## src/bsc_bitmod.sv

```systemverilog
// Shared constants and the single-bit modify unit of the decoder
`timescale 1ns/1ps

package bsc_pkg;
   // Instruction word layout
   localparam int INSTR_W = 14;
   localparam int PC_W = 13;
   localparam int FADDR_W = 7;
   localparam int BSEL_W = 3;
   localparam int DATA_W = 8;
   localparam int KIMM_W = 11;
   localparam int FADDR_LSB = 0;
   localparam int BSEL_LSB = 7;
   localparam int SUBOP_LSB = 10;
   localparam int GROUP_LSB = 12;
   localparam int CALL_LSB = 11;
   localparam int LATCH_LO = 3;
   localparam int LATCH_HI = 4;
   // Opcode encodings
   localparam logic [1:0] GROUP_BIT = 2'h1;
   localparam logic [2:0] CALL_CODE = 3'h4;
   localparam logic [1:0] SUB_CLEAR = 2'h0;
   localparam logic [1:0] SUB_SET = 2'h1;
   localparam logic [1:0] SUB_TEST_ZERO = 2'h2;
   localparam logic [1:0] SUB_TEST_ONE = 2'h3;
   // Reset values and the program counter increment
   localparam logic [PC_W-1:0] PC_RST = 13'h0000;
   localparam logic [DATA_W-1:0] DATA_RST = 8'h00;
   localparam logic [FADDR_W-1:0] FADDR_RST = 7'h00;
   localparam logic [PC_W-1:0] PC_ONE = 13'h0001;

   // Controller states, one-hot
   typedef enum logic [1:0] {
      ST_IDLE = 2'b01,
      ST_EXEC = 2'b10
   } bsc_state_type;
endpackage : bsc_pkg

module bsc_bitmod import bsc_pkg::*; #(
   parameter int WIDTH = DATA_W
) (
   input wire logic [WIDTH-1:0] byte_in, // Byte as read
   input wire logic [BSEL_W-1:0] sel, // Bit position
   input wire logic new_val, // Value for the selected bit
   output logic [WIDTH-1:0] byte_out, // Byte to write back
   output logic bit_val // Selected bit as read
);
   // Only the selected lane changes; the rest pass through untouched
   genvar i;
   generate
      for (i = 0; i < WIDTH; i++) begin : g_lane
         assign byte_out[i] = (sel == BSEL_W'(i)) ? new_val : byte_in[i];
      end
   endgenerate

   assign bit_val = byte_in[sel];
endmodule : bsc_bitmod

```

## src/bsc_decoder.sv

```systemverilog
// Decoder and executor for bit clear/set, bit test-and-skip and call
`timescale 1ns/1ps

module bsc_decoder import bsc_pkg::*; (
   input wire logic sys_clk, // Core instruction clock
   input wire logic rstn, // Synchronous reset, active low
   input wire logic instr_valid, // Fetch stage offers a word
   input wire logic [INSTR_W-1:0] instr, // Instruction word
   input wire logic [PC_W-1:0] instr_pc, // Address of that word
   input wire logic [DATA_W-1:0] pc_high_latch, // Program counter high latch
   input wire logic [DATA_W-1:0] rd_data, // File data at rd_addr
   output logic instr_ready, // Block can take a word
   output logic [FADDR_W-1:0] rd_addr, // File read address
   output logic wr_en, // File write strobe
   output logic [FADDR_W-1:0] wr_addr, // File write address
   output logic [DATA_W-1:0] wr_data, // File write data
   output logic discard, // Fetched word dropped as no-op
   output logic pc_load, // Load program counter
   output logic [PC_W-1:0] pc_target, // New program counter
   output logic push_en, // Push onto return stack
   output logic [PC_W-1:0] stack_top // Value pushed
);
   bsc_state_type state_q, state_d;
   logic ready_q;
   logic squash_q;
   logic [1:0] subop_q;
   logic [BSEL_W-1:0] bsel_q;
   logic [FADDR_W-1:0] rd_addr_q, wr_addr_q;
   logic [DATA_W-1:0] wr_data_q;
   logic wr_en_q, discard_q, pc_load_q, push_q;
   logic [PC_W-1:0] pc_target_q, stack_top_q;

   // Decode of the offered word
   wire take = instr_valid && ready_q && (state_q == ST_IDLE);
   wire is_bitop = instr[INSTR_W-1:GROUP_LSB] == GROUP_BIT;
   wire is_call = instr[INSTR_W-1:CALL_LSB] == CALL_CODE;
   wire take_drop = take && squash_q;
   wire take_bit = take && !squash_q && is_bitop;
   wire take_call = take && !squash_q && is_call;
   wire [1:0] subop = instr[GROUP_LSB-1:SUBOP_LSB];
   wire [BSEL_W-1:0] bsel = instr[SUBOP_LSB-1:BSEL_LSB];
   wire [FADDR_W-1:0] faddr = instr[BSEL_LSB-1:FADDR_LSB];
   wire [PC_W-1:0] call_dest =
      {pc_high_latch[LATCH_HI:LATCH_LO], instr[KIMM_W-1:0]};
   wire [PC_W-1:0] ret_addr = instr_pc + PC_ONE;

   // Execute-stage decode on the latched operation
   wire in_exec = state_q == ST_EXEC;
   wire [DATA_W-1:0] mod_byte;
   wire bit_now;
   wire do_write = in_exec && !subop_q[1];
   wire do_skip = in_exec && subop_q[1] && (bit_now == subop_q[0]);

   // Forces one bit, the other seven return as read
   bsc_bitmod #(.WIDTH(DATA_W)) u_bitmod (
      .byte_in(rd_data),
      .sel(bsel_q),
      .new_val(subop_q[0]),
      .byte_out(mod_byte),
      .bit_val(bit_now)
   );

   // Next state; a bit op spends one slot reading before it writes
   always_comb begin
      state_d = state_q;
      case (state_q)
         ST_IDLE: begin
            if (take_bit) begin
               state_d = ST_EXEC;
            end
         end
         ST_EXEC: begin
            state_d = ST_IDLE;
         end
         default: begin
            state_d = ST_IDLE;
         end
      endcase
   end

   // Control: state, handshake and the discard flag
   always_ff @(posedge sys_clk) begin
      if (!rstn) begin
         state_q <= ST_IDLE;
         ready_q <= 1'b0;
         squash_q <= 1'b0;
      end else begin
         state_q <= state_d;
         ready_q <= (state_d == ST_IDLE);
         // Set wins: a skip cannot coincide with a drop, so no loss
         squash_q <= (squash_q && !take_drop) || do_skip || take_call;
      end
   end

   // Latched operands of a bit op
   always_ff @(posedge sys_clk) begin
      if (!rstn) begin
         subop_q <= SUB_CLEAR;
         bsel_q <= '0;
         rd_addr_q <= FADDR_RST;
      end else if (take_bit) begin
         subop_q <= subop;
         bsel_q <= bsel;
         rd_addr_q <= faddr;
      end
   end

   // Register file write; no status flag exists on this path at all
   always_ff @(posedge sys_clk) begin
      if (!rstn) begin
         wr_en_q <= 1'b0;
         wr_addr_q <= FADDR_RST;
         wr_data_q <= DATA_RST;
      end else begin
         wr_en_q <= do_write;
         if (do_write) begin
            wr_addr_q <= rd_addr_q;
            wr_data_q <= mod_byte;
         end
      end
   end

   // Call side: stack push and program counter redirect, plus the discard pulse
   always_ff @(posedge sys_clk) begin
      if (!rstn) begin
         push_q <= 1'b0;
         pc_load_q <= 1'b0;
         discard_q <= 1'b0;
         stack_top_q <= PC_RST;
         pc_target_q <= PC_RST;
      end else begin
         push_q <= take_call;
         pc_load_q <= take_call;
         discard_q <= take_drop;
         if (take_call) begin
            stack_top_q <= ret_addr;
            pc_target_q <= call_dest;
         end
      end
   end

   // Every output straight from a flip-flop
   assign instr_ready = ready_q;
   assign rd_addr = rd_addr_q;
   assign wr_en = wr_en_q;
   assign wr_addr = wr_addr_q;
   assign wr_data = wr_data_q;
   assign discard = discard_q;
   assign pc_load = pc_load_q;
   assign pc_target = pc_target_q;
   assign push_en = push_q;
   assign stack_top = stack_top_q;
endmodule : bsc_decoder

```

## config.mk

```make
export PLATFORM = sky130hd
export DESIGN_NAME = bsc_decoder
export DESIGN_NICKNAME = d
export VERILOG_FILES = /design/src/bsc_bitmod.sv /design/src/bsc_decoder.sv
export SDC_FILE = /design/constraint.sdc
export NUM_CORES = 1
export LEC_CHECK = 0
export ABC_CLOCK_PERIOD_IN_PS = 2600
export BUFFER_PORTS_ARGS = -buffer_cell sky130_fd_sc_hd__buf_2
export CAP_MARGIN = 20
export CELL_PAD_IN_SITES_DETAIL_PLACEMENT = 0
export CELL_PAD_IN_SITES_GLOBAL_PLACEMENT = 1
export CORE_MARGIN = 5
export CORE_UTILIZATION = 37
export DETAILED_ROUTE_END_ITERATION = 7
export HOLD_SLACK_MARGIN = 0.12
export PLACE_DENSITY_LB_ADDON = 0.05
export SYNTH_ARGS = -nofsm -noshare
export SYNTH_HDL_FRONTEND = slang
export SYNTH_HIERARCHICAL = 1
export SYNTH_SLANG_ARGS = --single-unit
export TNS_END_PERCENT = 30
```

## constraint.sdc

```tcl
create_clock -name sys_clk -period 2.6 [get_ports sys_clk]
set_clock_uncertainty 0.05 [all_clocks]
set_input_delay 0.13 -clock sys_clk [delete_from_list [all_inputs] [get_ports sys_clk]]
set_output_delay 0.13 -clock sys_clk [all_outputs]
set_load 0.005 [all_outputs]
```

==> reports/results.tsv <==
stage	metric	value	unit
detailed_routing	TritonRoute pass-1 iters	4	
cells_and_area	# fillers	622	
detailed_routing	WL/cell	14.5	µm
setup_path	top fanout value on the critical path	22	
logic_synthesis	synthesized area	2470	µm²
pwr	switch share	23.1	%
detailed_routing	DR vias	2321	
pwr	combinational power share	8.1	%
floorplan	FP Rows	29	
floorplan	die width	91.7	µm
pwr	peak supply drop	0.292	mV
global_routing	Tot GR Track Use	16.8	%
setup_path	Crit. End Element	register	
hold_path	Hold Crit Class	input port to register	
pwr	sequential power share	46.6	%
pwr	power per cell area	581	nW/µm²
clock_network	Reg clk slew, reported paths	70	ps
logic_synthesis	Synth area leader	dfxtp_1	
logic_synthesis	register bit total from synthesis	60	
global_routing	grt total ovfl	0	
timing	Slew @ Worst Pin	1000	ps
clock_network	total CTS buffers	9	
logic_synthesis	Yosys top cell area share	48.6	%
clock_network	Clock Sinks	60	
clock_network	H-tree Lvls	3	
cells_and_area	antenna fix cells	0	
detailed_routing	Vias/cell	4.93	
global_routing	global routing's busiest layer	met2	
pwr	leak pwr	0.00148	µW
hold_path	hold path cells	3	
cells_and_area	final instance area	3480	µm²
clock_network	clk root buf	clkbuf_8	
cells_and_area	share of layout cells above drive strength 1	32.5	%
setup_path	r2r endpoint	stack_top[7]$_SDFFE_PN0P_	
cells_and_area	Final #Nets	436	
setup_path	CP Class	input port to register	
setup_path	Worst Reg-to-Reg Cells	6	
logic_synthesis	number of flops mapped to enable cells by yosys	0	
detailed_routing	antenna-violating nets left	0	
timing	total negative slack	0	ps
logic_synthesis	Seq/Total Area, Yosys	48.6	%
floorplan	I/O Pins	99	
setup_path	Setup crit start kind	input port	
cells_and_area	utilization after layout	54.2	%
placement	number of port buffers	92	
setup_path	R2R setup slack	410	ps
outcome	status	finished clean	
hold_path	hold path endpoint	stack_top[4]$_SDFFE_PN0P_	
clock_network	CTS tree	yes	
global_routing	met2 Usage GRT	26.2	%
logic_synthesis	ys async rst share	0	%
logic_synthesis	distinct cell type count after synthesis	37	
placement	final RePlAce weighted congestion	0.849	
setup_path	crit path launch	instr_valid	
detailed_routing	Post-Route WL	6840	µm
timing	Slew headroom	33.1	%
timing	PnR worst setup slack	383	ps
timing	Tcrit/Tclk final	85.3	%
floorplan	Die H	91.7	µm
clock_network	Skew-Pair Late Insertion Delay	330	ps
timing	fin crit period	2220	ps
logic_synthesis	Synth Flop Type	dfxtp_1	
timing	fmax	0.451	GHz
floorplan	initial core utilization	38.5	%
setup_path	slowest stage delay, CP	570	ps
placement	Cell Area, Placed	2960	µm²
run	max_cap viols	0	
global_routing	vias in the first global route	2361	
floorplan	die area	8410	µm²
placement	Setup WS pre-CTS	576	ps
setup_path	Reg-to-Reg Start	state_q[0]$_SDFF_PN1_	
global_routing	initial antenna violation count	0	
pwr	Int Power	1550	µW
global_routing	first-pass GRT wire length	11500	µm
clock_network	Clock Tree Buf Depth	2	
setup_path	CP arrival	2440	ps
timing	RSZ-0062 raised after global routing	no	
setup_path	Cell Chain, Critical Path	dlygate4sd3_1, buf_2, nand4b_4, nor4_4, buf_4, o21ai_0, a31oi_1, dlygate4sd3_1	
global_routing	routing usage on met1	22.0	%
detailed_routing	DRT iter0 DRCs	65	
pwr	Clk pwr share	45.2	%
cells_and_area	area added between synthesis and finish	40.8	%
placement	Post-DP HPWL	4690	µm
logic_synthesis	largest cells by area after synthesis	dfxtp_1, nand2_1, a21oi_1	
logic_synthesis	Synthesis Warnings	6	
clock_network	Post CTS Setup Buffer Count	0	
setup_path	crit-path most repeated cell	dlygate4sd3_1	
timing	Setup-failing EPs final	0	
logic_synthesis	Post-Syn Nets	318	
global_routing	pin count of the biggest net entering global routing	36	
hold_path	hold path start	instr_pc[4]	
timing	final hold vios	0	
floorplan	Core Area	6420	µm²
pwr	Sw Pwr	466	µW
detailed_routing	DRC violation count after routing	0	
timing	max-slew violation count	0	
logic_synthesis	syn_area_per_cell	9.12	µm²
global_routing	grt met3 use	4.50	%
logic_synthesis	Syn Inst Count	271	
setup_path	data required time of the critical path	2820	ps
setup_path	CP max-delay cell	dlygate4sd3_1	
==> flip-flops by register name, indices dropped and copies added (netlist names), 2 cells and up <==
register   cells
subop_q        2
state_q        2
wr_data        8
wr_addr        7
bsel_q         3
stack_top     13
rd_addr        7
pc_target     13
==> cells by family after synthesis <==
group	after synthesis	synth area share (%)
XOR/XNOR	11	3.90
flip-flops	60	48.6
adder cells (fa/ha/maj)	1	0.506
AO/OA/AOI/OAI	63	15.3
AND/OR/NAND/NOR	104	21.1
multiplexers	11	6.23
buffers and inverters	21	4.35
==> worst max-delay path by stage <==
stage	end	slack, ps	cells after the start
2_1_floorplan	squash_q$_SDFF_PN0_	830	6
3_3_place_gp	squash_q$_SDFF_PN0_	590	5
3_5_place_dp	squash_q$_SDFF_PN0_	580	5
4_1_cts	stack_top[7]$_SDFFE_PN0P_	390	8
5_1_grt	stack_top[7]$_SDFFE_PN0P_	200	6
6_report	stack_top[7]$_SDFFE_PN0P_	380	8
==> synthesized netlist by cell type, types with 2 or more instances <==
library cell / number
a211oi_1: 4
a21oi_1: 36
a22o_1: 12
and2_1: 2
buf_2: 5
buf_4: 2
buf_6: 2
clkbuf_1: 10
dfxtp_1: 60
mux2_2: 9
mux4_1: 2
nand2_1: 64
nand3_1: 5
nand3b_1: 3
nand4_1: 2
nor2_1: 8
nor3_1: 5
nor3b_1: 4
o21ai_0: 9
xnor2_1: 9
xor2_1: 2
==> worst max-delay path: cells and delay by family <==
| family | cells | cell delay, ps |
|---|---|---|
| buf+inv | 4 | 1530 |
| simple gates | 2 | 520 |
| compound gates | 2 | 260 |
==> metal layers <==
layer  share of wire, %  up-vias
met5                  0        -
met4                1.4        0
met3                6.5       11
met2                 44       69
met1                 48     1060
li1                   -     1181
==> cell usage in the layout, fill, tap and decap left out, types with 2 or more instances in the layout <==
master / count
clkinv_2: 3
a21oi_1: 36
clkbuf_8: 9
buf_2: 92
xor2_1: 2
and2_1: 2
nor3b_1: 3
buf_4: 4
nand3b_1: 3
bufinv_16: 2
a211oi_1: 4
nand3_1: 5
nor3_1: 5
nand2_1: 64
dfxtp_1: 60
mux4_1: 2
xnor2_1: 9
dlygate4sd3_1: 30
o21ai_0: 9
mux2_2: 9
nand4_1: 2
nor2_1: 8
a22o_1: 12
==> metrics by stage <==
stage	cells	total power, µW	hold WS (ps)
after floorplan	271	1030	176
after global placement	425	1100	315
after detailed placement	425	1100	316
after CTS	471	2050	125
after global routing	471	2110	156
final	471	2020	131
==> timing repair <==
action | CTS | global route
hold endpoints to repair | 36 | 0
resized for setup | 0 | 0
hold buffers | 30 | 0
==> cell type report <==
class	count	area [µm²]	share of cell area, %
clock inverter	7	91.3	2.63
tap	77	96.3	2.77
inverter	2	7.51	0.216
clock buffer	9	124	3.56
sequential	60	1200	34.5
timing repair buffer	126	791	22.7
multi-input combinational	190	1170	33.6
==> power groups by stage <==
stage                     Clock (µW)  Sequential [µW]  Combinational (µW)
after floorplan                    0              961                67.1
after global placement             0              963                 134
after detailed placement           0              963                 134
after CTS                        944              942                 166
after global routing             981              944                 182
final                            914              942                 164
No activity file was read; power rests on OpenSTA's default activity.
